### config.mk
export PLATFORM = sky130hd
export DESIGN_NAME = crx_rx_status
export DESIGN_NICKNAME = d
export VERILOG_FILES = /design/src/crx_pkg.sv /design/src/crx_rx_status.sv /design/src/crx_state_class.sv
export SDC_FILE = /design/constraint.sdc
export NUM_CORES = 1
export LEC_CHECK = 0
export BUFFER_PORTS_ARGS = -buffer_cell sky130_fd_sc_hd__clkbuf_2
export CAP_MARGIN = 25
export CORE_MARGIN = 4
export CORE_UTILIZATION = 40
export DETAILED_ROUTE_END_ITERATION = 7
export MAX_ROUTING_LAYER = met4
export PLACE_DENSITY = 0.68
export SYNTH_ARGS = -nofsm -noshare
export SYNTH_HDL_FRONTEND = slang
export SYNTH_SLANG_ARGS = --single-unit
### constraint.sdc
create_clock -name sys_clk -period 1.14 [get_ports sys_clk]
set_input_delay 0.114 -clock sys_clk [delete_from_list [all_inputs] [get_ports sys_clk]]
set_output_delay 0.114 -clock sys_clk [all_outputs]
set_load 0.02 [all_outputs]
### src/crx_pkg.sv
// Shared constants for the receive status flag and interrupt enable block
package crx_pkg;

    // Register index on the plain register port
    localparam int          ADDR_W          = 2;
    localparam logic [1:0]  IDX_FLAGS       = 2'h0;
    localparam logic [1:0]  IDX_ENABLE      = 2'h1;

    // Field positions, shared by flags and enables
    localparam int          BIT_WAKEUP      = 7;
    localparam int          BIT_STATUS_CHG  = 6;
    localparam int          RX_FIELD_HI     = 5;
    localparam int          RX_FIELD_LO     = 4;
    localparam int          TX_FIELD_HI     = 3;
    localparam int          TX_FIELD_LO     = 2;
    localparam int          BIT_OVERRUN     = 1;
    localparam int          BIT_RX_FULL     = 0;

    // Reset values
    localparam logic [7:0]  DATA_ZERO       = 8'h00;
    localparam logic [1:0]  FIELD_ZERO      = 2'h0;

    // Error counter width and thresholds
    localparam int          CNT_W           = 9;
    localparam logic [8:0]  WARN_LIMIT      = 9'h060;
    localparam logic [8:0]  PASSIVE_LIMIT   = 9'h07f;
    localparam logic [8:0]  BUSOFF_LIMIT    = 9'h0ff;

    // Bus state encoding, same for receiver and transmitter
    typedef enum logic [1:0] {
        ST_OK      = 2'b00,
        ST_WARN    = 2'b01,
        ST_PASSIVE = 2'b10,
        ST_BUSOFF  = 2'b11
    } crx_bus_state_t;

    // Change sensitivity encoding
    typedef enum logic [1:0] {
        SENS_NONE    = 2'b00,
        SENS_BUSOFF  = 2'b01,
        SENS_PASSIVE = 2'b10,
        SENS_ALL     = 2'b11
    } crx_sens_t;

endpackage

### src/crx_rx_status.sv
// Receive status flags, bus state fields and receive interrupt enables
`timescale 1ns/100ps
`default_nettype none

module crx_rx_status #(
    parameter int CNT_W = crx_pkg::CNT_W
) (
    input  wire logic                      sys_clk,
    input  wire logic                      rst_n,
    input  wire logic [crx_pkg::ADDR_W-1:0] reg_addr,
    input  wire logic [7:0]                reg_wdata,
    input  wire logic                      reg_wr,
    input  wire logic                      reg_rd,
    output logic      [7:0]                reg_rdata,
    input  wire logic                      init_request,
    input  wire logic                      init_acknowledge,
    input  wire logic [CNT_W-1:0]          rx_err_count,
    input  wire logic [CNT_W-1:0]          tx_err_count,
    input  wire logic                      wakeup_event,
    input  wire logic                      overrun_event,
    input  wire logic                      rx_fifo_pending,
    output logic                           rx_fifo_shift,
    output logic                           rx_buffer_release,
    output logic                           wakeup_irq,
    output logic                           error_irq,
    output logic                           rx_irq
);

    if (CNT_W < 9) begin : g_bad_width
        $error("crx_rx_status: counter must hold values above 255");
    end

    ////////////////////////////////////////////////////////////////////////////
    // Decode

    logic init_mode;
    logic init_clear;
    logic wr_flags;
    logic wr_enable;

    assign init_mode  = init_request & init_acknowledge;
    assign init_clear = ~init_request & ~init_acknowledge;
    // Writes only once init fully exited, not during the handshake
    assign wr_flags   = reg_wr & init_clear & (reg_addr == crx_pkg::IDX_FLAGS);
    assign wr_enable  = reg_wr & init_clear & (reg_addr == crx_pkg::IDX_ENABLE);

    ////////////////////////////////////////////////////////////////////////////
    // Bus state from error counters

    logic                    tx_bus_off;
    crx_pkg::crx_bus_state_t rx_actual;
    crx_pkg::crx_bus_state_t tx_actual;

    assign tx_bus_off = tx_err_count > CNT_W'(crx_pkg::BUSOFF_LIMIT);

    // Receiver reports bus-off too, and falls back to the state of its own counter when it ends
    crx_state_class #(.CNT_W(CNT_W)) u_rx_class (
        .err_count (rx_err_count),
        .bus_off   (tx_bus_off),
        .state     (rx_actual)
    );

    crx_state_class #(.CNT_W(CNT_W)) u_tx_class (
        .err_count (tx_err_count),
        .bus_off   (tx_bus_off),
        .state     (tx_actual)
    );

    ////////////////////////////////////////////////////////////////////////////
    // Change detection against last actual state

    crx_pkg::crx_bus_state_t rx_prev_r;
    crx_pkg::crx_bus_state_t tx_prev_r;

    function automatic logic sens_hit(
        input crx_pkg::crx_sens_t      sens,
        input crx_pkg::crx_bus_state_t old_st,
        input crx_pkg::crx_bus_state_t new_st
    );
        logic hit;
        hit = 1'b0;
        if (old_st != new_st) begin
            unique case (sens)
                crx_pkg::SENS_NONE: begin
                    hit = 1'b0;
                end
                crx_pkg::SENS_BUSOFF: begin
                    hit = (old_st == crx_pkg::ST_BUSOFF) | (new_st == crx_pkg::ST_BUSOFF);
                end
                crx_pkg::SENS_PASSIVE: begin
                    hit = old_st[1] | new_st[1];
                end
                crx_pkg::SENS_ALL: begin
                    hit = 1'b1;
                end
            endcase
        end
        return hit;
    endfunction

    // Previous state is not reset by init, so no false change on exit
    always_ff @(posedge sys_clk or negedge rst_n) begin
        if (!rst_n) begin
            rx_prev_r <= crx_pkg::ST_OK;
            tx_prev_r <= crx_pkg::ST_OK;
        end else begin
            rx_prev_r <= rx_actual;
            tx_prev_r <= tx_actual;
        end
    end

    ////////////////////////////////////////////////////////////////////////////
    // Sensitivity and enable register

    crx_pkg::crx_sens_t rx_sens_r;
    crx_pkg::crx_sens_t tx_sens_r;
    logic               wakeup_irq_enable_r;
    logic               status_change_irq_enable_r;
    logic               overrun_irq_enable_r;
    logic               rx_full_irq_enable_r;

    // Sensitivities are outside the init-mode hold
    always_ff @(posedge sys_clk or negedge rst_n) begin
        if (!rst_n) begin
            rx_sens_r <= crx_pkg::SENS_NONE;
            tx_sens_r <= crx_pkg::SENS_NONE;
        end else if (wr_enable) begin
            rx_sens_r <= crx_pkg::crx_sens_t'(
                reg_wdata[crx_pkg::RX_FIELD_HI:crx_pkg::RX_FIELD_LO]);
            tx_sens_r <= crx_pkg::crx_sens_t'(
                reg_wdata[crx_pkg::TX_FIELD_HI:crx_pkg::TX_FIELD_LO]);
        end
    end

    always_ff @(posedge sys_clk or negedge rst_n) begin
        if (!rst_n) begin
            wakeup_irq_enable_r        <= 1'b0;
            status_change_irq_enable_r <= 1'b0;
            overrun_irq_enable_r       <= 1'b0;
            rx_full_irq_enable_r       <= 1'b0;
        end else if (init_mode) begin
            wakeup_irq_enable_r        <= 1'b0;
            status_change_irq_enable_r <= 1'b0;
            overrun_irq_enable_r       <= 1'b0;
            rx_full_irq_enable_r       <= 1'b0;
        end else if (wr_enable) begin
            wakeup_irq_enable_r        <= reg_wdata[crx_pkg::BIT_WAKEUP];
            status_change_irq_enable_r <= reg_wdata[crx_pkg::BIT_STATUS_CHG];
            overrun_irq_enable_r       <= reg_wdata[crx_pkg::BIT_OVERRUN];
            rx_full_irq_enable_r       <= reg_wdata[crx_pkg::BIT_RX_FULL];
        end
    end

    ////////////////////////////////////////////////////////////////////////////
    // Flags: event set wins over software clear

    logic wakeup_flag_r;
    logic status_change_flag_r;
    logic overrun_flag_r;
    logic rx_full_flag_r;
    logic status_change_set;
    logic rx_full_set;

    assign status_change_set = ~init_mode &
                               (sens_hit(rx_sens_r, rx_prev_r, rx_actual) |
                                sens_hit(tx_sens_r, tx_prev_r, tx_actual));

    always_ff @(posedge sys_clk or negedge rst_n) begin
        if (!rst_n) begin
            wakeup_flag_r <= 1'b0;
        end else if (init_mode) begin
            wakeup_flag_r <= 1'b0;
        end else if (wakeup_event) begin
            wakeup_flag_r <= 1'b1;
        end else if (wr_flags && reg_wdata[crx_pkg::BIT_WAKEUP]) begin
            wakeup_flag_r <= 1'b0;
        end
    end

    always_ff @(posedge sys_clk or negedge rst_n) begin
        if (!rst_n) begin
            status_change_flag_r <= 1'b0;
        end else if (init_mode) begin
            status_change_flag_r <= 1'b0;
        end else if (status_change_set) begin
            status_change_flag_r <= 1'b1;
        end else if (wr_flags && reg_wdata[crx_pkg::BIT_STATUS_CHG]) begin
            status_change_flag_r <= 1'b0;
        end
    end

    always_ff @(posedge sys_clk or negedge rst_n) begin
        if (!rst_n) begin
            overrun_flag_r <= 1'b0;
        end else if (init_mode) begin
            overrun_flag_r <= 1'b0;
        end else if (overrun_event) begin
            overrun_flag_r <= 1'b1;
        end else if (wr_flags && reg_wdata[crx_pkg::BIT_OVERRUN]) begin
            overrun_flag_r <= 1'b0;
        end
    end

    // Shift only when foreground is free; one-cycle gap lets pending settle
    assign rx_full_set = ~init_mode & ~rx_full_flag_r & ~rx_fifo_shift
                         & rx_fifo_pending;

    always_ff @(posedge sys_clk or negedge rst_n) begin
        if (!rst_n) begin
            rx_full_flag_r <= 1'b0;
        end else if (init_mode) begin
            rx_full_flag_r <= 1'b0;
        end else if (rx_full_set) begin
            rx_full_flag_r <= 1'b1;
        end else if (wr_flags && reg_wdata[crx_pkg::BIT_RX_FULL]) begin
            rx_full_flag_r <= 1'b0;
        end
    end

    always_ff @(posedge sys_clk or negedge rst_n) begin
        if (!rst_n) begin
            rx_fifo_shift     <= 1'b0;
            rx_buffer_release <= 1'b0;
        end else begin
            rx_fifo_shift     <= rx_full_set;
            rx_buffer_release <= wr_flags & reg_wdata[crx_pkg::BIT_RX_FULL]
                                 & rx_full_flag_r & ~init_mode;
        end
    end

    ////////////////////////////////////////////////////////////////////////////
    // Reported bus-state fields

    crx_pkg::crx_bus_state_t rx_field_r;
    crx_pkg::crx_bus_state_t tx_field_r;

    // Frozen while a change is pending so software sees the cause
    always_ff @(posedge sys_clk or negedge rst_n) begin
        if (!rst_n) begin
            rx_field_r <= crx_pkg::ST_OK;
            tx_field_r <= crx_pkg::ST_OK;
        end else if (!status_change_flag_r) begin
            rx_field_r <= rx_actual;
            tx_field_r <= tx_actual;
        end
    end

    ////////////////////////////////////////////////////////////////////////////
    // Interrupt requests

    always_ff @(posedge sys_clk or negedge rst_n) begin
        if (!rst_n) begin
            wakeup_irq <= 1'b0;
            error_irq  <= 1'b0;
            rx_irq     <= 1'b0;
        end else begin
            wakeup_irq <= wakeup_flag_r & wakeup_irq_enable_r;
            error_irq  <= (status_change_flag_r & status_change_irq_enable_r)
                          | (overrun_flag_r & overrun_irq_enable_r);
            rx_irq     <= rx_full_flag_r & rx_full_irq_enable_r;
        end
    end

    ////////////////////////////////////////////////////////////////////////////
    // Read port

    logic [7:0] flags_view;
    logic [7:0] enable_view;

    assign flags_view  = {wakeup_flag_r, status_change_flag_r, rx_field_r, tx_field_r,
                          overrun_flag_r, rx_full_flag_r};
    assign enable_view = {wakeup_irq_enable_r, status_change_irq_enable_r, rx_sens_r,
                          tx_sens_r, overrun_irq_enable_r, rx_full_irq_enable_r};

    // Reads allowed at any time; unmapped reads return zero
    always_ff @(posedge sys_clk or negedge rst_n) begin
        if (!rst_n) begin
            reg_rdata <= crx_pkg::DATA_ZERO;
        end else if (reg_rd && reg_addr == crx_pkg::IDX_FLAGS) begin
            reg_rdata <= flags_view;
        end else if (reg_rd && reg_addr == crx_pkg::IDX_ENABLE) begin
            reg_rdata <= enable_view;
        end else begin
            reg_rdata <= crx_pkg::DATA_ZERO;
        end
    end

endmodule // crx_rx_status

`default_nettype wire

### src/crx_state_class.sv
// Error counter to bus state classifier
`timescale 1ns/100ps
`default_nettype none

module crx_state_class #(
    parameter int CNT_W = crx_pkg::CNT_W
) (
    input  wire logic [CNT_W-1:0]      err_count,
    input  wire logic                  bus_off,
    output var  crx_pkg::crx_bus_state_t state
);

    if (CNT_W < 9) begin : g_bad_width
        $error("crx_state_class: counter must hold values above 255");
    end

    always_comb begin
        if (bus_off) begin
            state = crx_pkg::ST_BUSOFF;
        end else if (err_count > CNT_W'(crx_pkg::PASSIVE_LIMIT)) begin
            state = crx_pkg::ST_PASSIVE;
        end else if (err_count > CNT_W'(crx_pkg::WARN_LIMIT)) begin
            state = crx_pkg::ST_WARN;
        end else begin
            state = crx_pkg::ST_OK;
        end
    end

endmodule // crx_state_class

`default_nettype wire

Word-level counts from Yosys, hierarchy flattened

Cells that the tools add are included.
Widths: inputs -> output; s select.

Reduce and logical (&&, ||, !) cells: 14
Equal/unequal tests: 13
Magnitude comparators: 5
Muxes and demuxes: 32
Bitwise operators: 27

Operator list:

| operator           | count |
|---|---|
| $gt 9x7->1 const B | 4 |
| $mux 1             | 24 |
| $and 1x1->1        | 16 |
| $eq 2x2->1 const B | 8 |
| $mux 8             | 2 |
| $reduce_bool 3->1  | 4 |
| $gt 9x8->1 const B | 1 |
| $mux 2             | 4 |
| $pmux 1 s4         | 2 |
| $eq 2x1->1 const B | 3 |
| $logic_and 1x1->1  | 6 |
| $logic_not 2->1    | 3 |
| $or 1x1->1         | 6 |
| $not 1->1          | 5 |
| $ne 2x2->1         | 2 |
| $reduce_bool 2->1  | 1 |

Output and inout port bits: 13
Input bits: 37
Register bits after elaboration: 33
Logic and storage cells: 111

Depth between registers and ports, before layout

Depth after elaboration: 12
Gate-level depth with buffers: 7
Gate-level depth less buffers: 6

Cells and area by module

A second synthesis with hierarchy kept.

Cells, all modules: 124
Area, all modules: 1428.9 um2

Modules (own cells, without submodules):

| module          | instances | cells each | seq. area each (um2) | area an instance (um2) |
|---|---|---|---|---|
| crx_rx_status   | 1         | 116        | 825.8                | 1361.3 |
| crx_state_class | 2         | 4          | 0.0                  | 33.8 |

Worst setup path before layout

OpenSTA, ideal clock, no wires.

Path type: input -> register
Start: input port tx_err_count[8]
End: register status_change_flag_r
Stages: 5
Buffers on the path: 1
Setup time: 131 ps
Data required time: 1009 ps
Setup slack: -155 ps
Data arrival time: 1164 ps
Cells stage by stage: buf_6 -> or4_4 -> o22a_1 -> o211ai_1 -> a31oi_1

Cells in the longest elaborated chain, start to end: 12
Elaborated cells on any way between the ends: 24
Those cells by class: order compare (3); eq/ne (4); mux (10); bitwise (6); reduce/logical (1)

RTL lines:

| element                | line                  | RTL |
|---|---|---|
| start, declared        | crx_rx_status.sv:18   | `input wire logic [CNT_W-1:0] tx_err_count,` |
| $gt 9x7->1             | crx_state_class.sv:22 | `end else if (err_count > CNT_W'(crx_pkg::WARN_LIMIT)) begin` |
| $mux 1                 | crx_state_class.sv:22 |  |
| $mux 2                 | crx_state_class.sv:20 | `end else if (err_count > CNT_W'(crx_pkg::PASSIVE_LIMIT)) begin` |
| $mux 2 (*)             | crx_state_class.sv:18 | `if (bus_off) begin` |
| named net tx_actual[0] | crx_rx_status.sv:52   | `crx_pkg::crx_bus_state_t tx_actual;` |
| $eq 2x2->1             | crx_rx_status.sv:88   | `hit = (old_st == crx_pkg::ST_BUSOFF) \| (new_st == crx_pkg::ST_BUSOFF);` |
| $or 1x1->1             | crx_rx_status.sv:88   |  |
| $pmux 1 s4             | crx_rx_status.sv:83   | `unique case (sens)` |
| $mux 1 (*)             | crx_rx_status.sv:82   | `if (old_st != new_st) begin` |
| $or 1x1->1 (*)         | crx_rx_status.sv:165  | `(sens_hit(rx_sens_r, rx_prev_r, rx_actual) \|` |
| $and 1x1->1 (*)        | crx_rx_status.sv:164  | `assign status_change_set = ~init_mode &` |
| $mux 1                 | crx_rx_status.sv:185  | `end else if (status_change_set) begin` |
| $mux 1                 | crx_rx_status.sv:183  | `end else if (init_mode) begin` |
| end signal, assigned   | crx_rx_status.sv:182  | `status_change_flag_r <= 1'b0;` |
| end signal, assigned   | crx_rx_status.sv:184  | `status_change_flag_r <= 1'b0;` |
| end signal, assigned   | crx_rx_status.sv:186  | `status_change_flag_r <= 1'b1;` |
| end, declared          | crx_rx_status.sv:158  | `logic status_change_flag_r;` |

Mark *: on every way through the listed nets, which the timed path passes. The rest lies on a longest branch.
A chain may end at the register's enable or synchronous reset.

Final worst setup path

Start: register tx_prev_r[1]
End: register status_change_flag_r

Cells in the longest elaborated chain, start to end: 8
Elaborated cells on any way between the ends: 11
Those cells by class: eq/ne (2); mux (4); bitwise (4); reduce/logical (1)

RTL lines:

| element                | line                 | RTL |
|---|---|---|
| start, declared        | crx_rx_status.sv:73  | `crx_pkg::crx_bus_state_t tx_prev_r;` |
| start signal, assigned | crx_rx_status.sv:105 | `tx_prev_r <= crx_pkg::ST_OK;` |
| start signal, assigned | crx_rx_status.sv:108 | `tx_prev_r <= tx_actual;` |
| $eq 2x2->1             | crx_rx_status.sv:88  |  |
| $or 1x1->1             | crx_rx_status.sv:88  |  |
| $pmux 1 s4             | crx_rx_status.sv:83  |  |
| $mux 1 (*)             | crx_rx_status.sv:82  |  |
| $or 1x1->1 (*)         | crx_rx_status.sv:165 |  |
| $and 1x1->1 (*)        | crx_rx_status.sv:164 |  |
| $mux 1                 | crx_rx_status.sv:185 |  |
| $mux 1                 | crx_rx_status.sv:183 |  |

Mark *: on every way between the ends. The rest lies on a longest branch, timed or not.

==> results.rst <==
.. list-table::
   :header-rows: 1

   * - Metric
     - Value
   * - Outcome
     - complete, but fails checks
   * - Violations in the final reports
     - setup timing
   * - DRC violation count after routing
     - 0
   * - Non-filler instance count after layout
     - 241
   * - Via Count
     - 1181
   * - Largest incremental delay on the critical path
     - 0.39 ns
   * - Final weighted congestion of routability-driven global placement
     - 0.762
   * - Minimum setup slack among reg-to-reg paths
     - -0.10 ns
   * - Via count of the first global-routing pass
     - 1219
   * - Fraction of registers with async set/reset
     - 100%
   * - Worst Clk Skew
     - 0.00158 ns
   * - Antenna violations before repair
     - 0
   * - Startpoint types
     - flip-flop
   * - Setup total negative slack
     - -0.105 ns
   * - Number of fill cells
     - 295
   * - Hold worst-path end
     - overrun_flag_r
   * - Nets
     - 233
   * - Most numerous cell in the Yosys netlist
     - sky130_fd_sc_hd__dfrtp_1
   * - Cell chosen for the clock root
     - sky130_fd_sc_hd__clkbuf_8
   * - GRT overflow
     - 0
   * - Router iterations before antenna repair
     - 4
   * - Synthesis-stage register bit count
     - 33
   * - Final count of hold timing violations
     - 0
   * - Cell Chain, Critical Path
     - inv_2 -> ha_4 -> or2_4 -> o211ai_1 -> a31oi_1
   * - Clock insertion delay at the later pin of the skew report
     - 0.28 ns
   * - Total track usage
     - 16.5%
   * - Sequential area share after synthesis
     - 55.9%
   * - Mapped cell area
     - 1480 µm²
   * - Violation count after the first detailed-route iteration
     - 55
   * - Required time at the worst-slack endpoint
     - 1.30 ns
   * - Fraction of final layout cells sized beyond drive strength 1
     - 46.2%
   * - Master of the slowest instance on the critical path
     - sky130_fd_sc_hd__dfrtp_1
   * - Final worst path period need
     - 1.24 ns
   * - Total clock buffers created by CTS
     - 5
   * - Synth cell count leaders
     - sky130_fd_sc_hd__dfrtp_1, sky130_fd_sc_hd__nor2_1, sky130_fd_sc_hd__mux2i_1, sky130_fd_sc_hd__nand3_1
   * - Number of enable flip-flop cells after synthesis
     - 0
   * - Die Area
     - 4730 µm²
   * - Kind of cell adding the most delay to the critical path
     - flip-flops
   * - Clk sink count
     - 33
   * - Hold path depth
     - 3
   * - Critical-path maximum fanout
     - 2
   * - Cell accounting for the most synthesized area
     - sky130_fd_sc_hd__dfrtp_1
   * - Maximum number of pins on one net before global-route repair
     - 20
   * - Number of cell instances on the worst register-to-register path
     - 5
   * - Std-Cell Rows
     - 21
   * - DP HPWL
     - 2520 µm
   * - Die Ht
     - 68.8 µm
   * - FMAX
     - 803 MHz
   * - Number of port buffers
     - 49
   * - Worst Hold Margin
     - 0.0527 ns
   * - Clock tree from TritonCTS
     - yes
   * - Main flop type after synthesis
     - sky130_fd_sc_hd__dfrtp_1
   * - Source of the worst hold timing path
     - overrun_event
   * - Synthesized netlist net count
     - 166
   * - Final period utilization
     - 109%
   * - Total wire length after detailed routing
     - 3230 µm
   * - Leakage dissipation
     - 1.04 nW
   * - Signal arrival time at the worst endpoint
     - 1.41 ns
   * - Post-synthesis average cell area
     - 11.6 µm²
   * - Transition time at the pin with the least slew margin
     - 0.409 ns
   * - Share of the synthesized area in the top cell type
     - 55.9%
   * - DP Cell Count
     - 231
   * - Final worst setup slack
     - -0.105 ns
   * - Routed wire length per instance
     - 13.4 µm
   * - Initial core utilization
     - 42.9%
   * - # Max-Cap Violations
     - 0
   * - Layout overhead on the synthesized area
     - 36.0%
   * - Unique cell type count in the Yosys netlist
     - 38
   * - Number of antenna repair diodes
     - 0
   * - Max VDD drop
     - 0.863 mV
   * - Hold Path Class
     - in -> reg
   * - Core outline area
     - 3440 µm²
   * - Max H-tree Level
     - 2
   * - Floorplan die width
     - 68.8 µm
   * - Crit Path Class
     - reg -> reg
   * - Max-Slew Margin vs Limit
     - 72.7%
   * - Number of buffer and inverter stages on the critical path
     - 1
   * - Kind of capture point of the worst setup path
     - flip-flop
   * - Final setup violation count
     - 1
   * - First-pass GRT wire length
     - 5420 µm
   * - Clock tree buffer depth
     - 2
   * - Post-Syn Instances
     - 127
   * - Start of the worst register-to-register path
     - tx_prev_r[1]
   * - Post-detailed-route via-to-cell ratio
     - 4.90
   * - Total of warnings raised by yosys
     - 0
   * - Remaining antenna violation count
     - 0
   * - Final Max Tran Viols
     - 0
   * - FF-to-FF End
     - status_change_flag_r
   * - Worst-path clk slew
     - 0.06 ns
   * - Number of top-level pins
     - 50
   * - PwrDens
     - 1460 nW/µm²
   * - RSZ-0062 raised after global routing
     - yes
   * - Dominant cells by area after synthesis
     - sky130_fd_sc_hd__dfrtp_1, sky130_fd_sc_hd__mux2i_1, sky130_fd_sc_hd__mux2_2
==> worst max-delay path by stage <==
stage / from / depth (start not counted) / end
floorplan: tx_err_count[8] / 4 / tx_field_r[0]
finish: tx_prev_r[1] / 5 / status_change_flag_r
CTS: tx_prev_r[1] / 5 / status_change_flag_r
global placement: tx_err_count[1] / 5 / status_change_flag_r
detailed placement: tx_err_count[1] / 5 / status_change_flag_r
global route: rx_prev_r[0] / 4 / status_change_flag_r
==> tightest hold or removal path, delay by kind of cell <==
kind	cells	cell delay [ns]
buf+inv	1	0.08
simple gates	1	0.07
compound gates	1	0.03
==> what timing repair did <==
| action | CTS | global route |
|---|---|---|
| gates cloned | 0 | 0 |
| hold endpoints to repair | 14 | 0 |
| buffers inserted | 1 | 0 |
| hold buffers | 1 | 0 |
| pin swaps | 4 | 0 |
| resized for setup | 2 | 0 |
| endpoints found under the setup margin | 1 | 1 |
==> report_power, final <==
group	total [mW]	switching [mW]	internal [mW]
logic	0.553	0.248	0.305
clock network	0.955	0.410	0.545
registers	1.42	0.112	1.31
total	2.93	0.770	2.16
==> metal layers <==
layer / wire (µm) / GRT usage [%] / part of all wire [%]
met3: 143 / 5.35 / 4.4
met4: 50 / 5.84 / 1.5
met5: 0 / - / 0
met2: 1700 / 27.7 / 53
met1: 1330 / 18.4 / 41
==> per-stage QoR <==
stage	total power, mW	utilization, %	worst slack, ns	area, µm²
floorplan	1.74	-	-0.111	1490
global placement	1.97	54.6	-0.213	1880
detailed placement	1.99	54.6	-0.243	1880
CTS	2.96	58.4	-0.106	2010
global route	3.09	58.4	-0.171	2010
finish	2.93	58.4	-0.105	2010
==> cell type report <==
cell class	instances	area [µm²]	share of cell area, %
inverters	6	22.5	1.12
clock inverters	1	5.00	0.249
multi-input cells	83	622	30.9
flip-flops and latches	33	826	41.1
clock buffers	7	96.3	4.79
well taps	46	57.6	2.86
repair buffers	65	380	18.9
==> cells by family (layout without fill, tap and decap cells) <==
| kind of cell | Yosys count | after routing | share of synthesized area (%) |
|---|---|---|---|
| simple gates | 49 | 49 | 19.1 |
| flops | 33 | 33 | 55.9 |
| compound gates | 17 | 17 | 9.23 |
| mux | 15 | 15 | 10.8 |
| buf+inv | 11 | 79 | 3.30 |
| fa+ha+maj | 2 | 2 | 1.69 |
==> flip-flops by register name, indices dropped and copies added (netlist names), 2 cells and up <==
register	cells
reg_rdata	8
rx_field_r	2
rx_prev_r	2
rx_sens_r	2
tx_field_r	2
tx_prev_r	2
tx_sens_r	2
==> placed cells by master, fill, tap and decap left out, types with 2 or more instances in the layout <==
cell type / Yosys / routed
sky130_fd_sc_hd__a21oi_1: 2 / 2
sky130_fd_sc_hd__a22o_1: 2 / 2
sky130_fd_sc_hd__and2_1: 3 / 3
sky130_fd_sc_hd__buf_4: 0 / 14
sky130_fd_sc_hd__clkbuf_2: 0 / 49
sky130_fd_sc_hd__clkbuf_8: 0 / 7
sky130_fd_sc_hd__dfrtp_1: 33 / 33
sky130_fd_sc_hd__inv_1: 6 / 5
sky130_fd_sc_hd__mux2_2: 7 / 6
sky130_fd_sc_hd__mux2i_1: 8 / 8
sky130_fd_sc_hd__nand2_1: 7 / 7
sky130_fd_sc_hd__nand2b_1: 3 / 3
sky130_fd_sc_hd__nand3_1: 8 / 8
sky130_fd_sc_hd__nand3b_1: 4 / 4
sky130_fd_sc_hd__nor2_1: 13 / 13
Power figures use the tool's default switching activity.
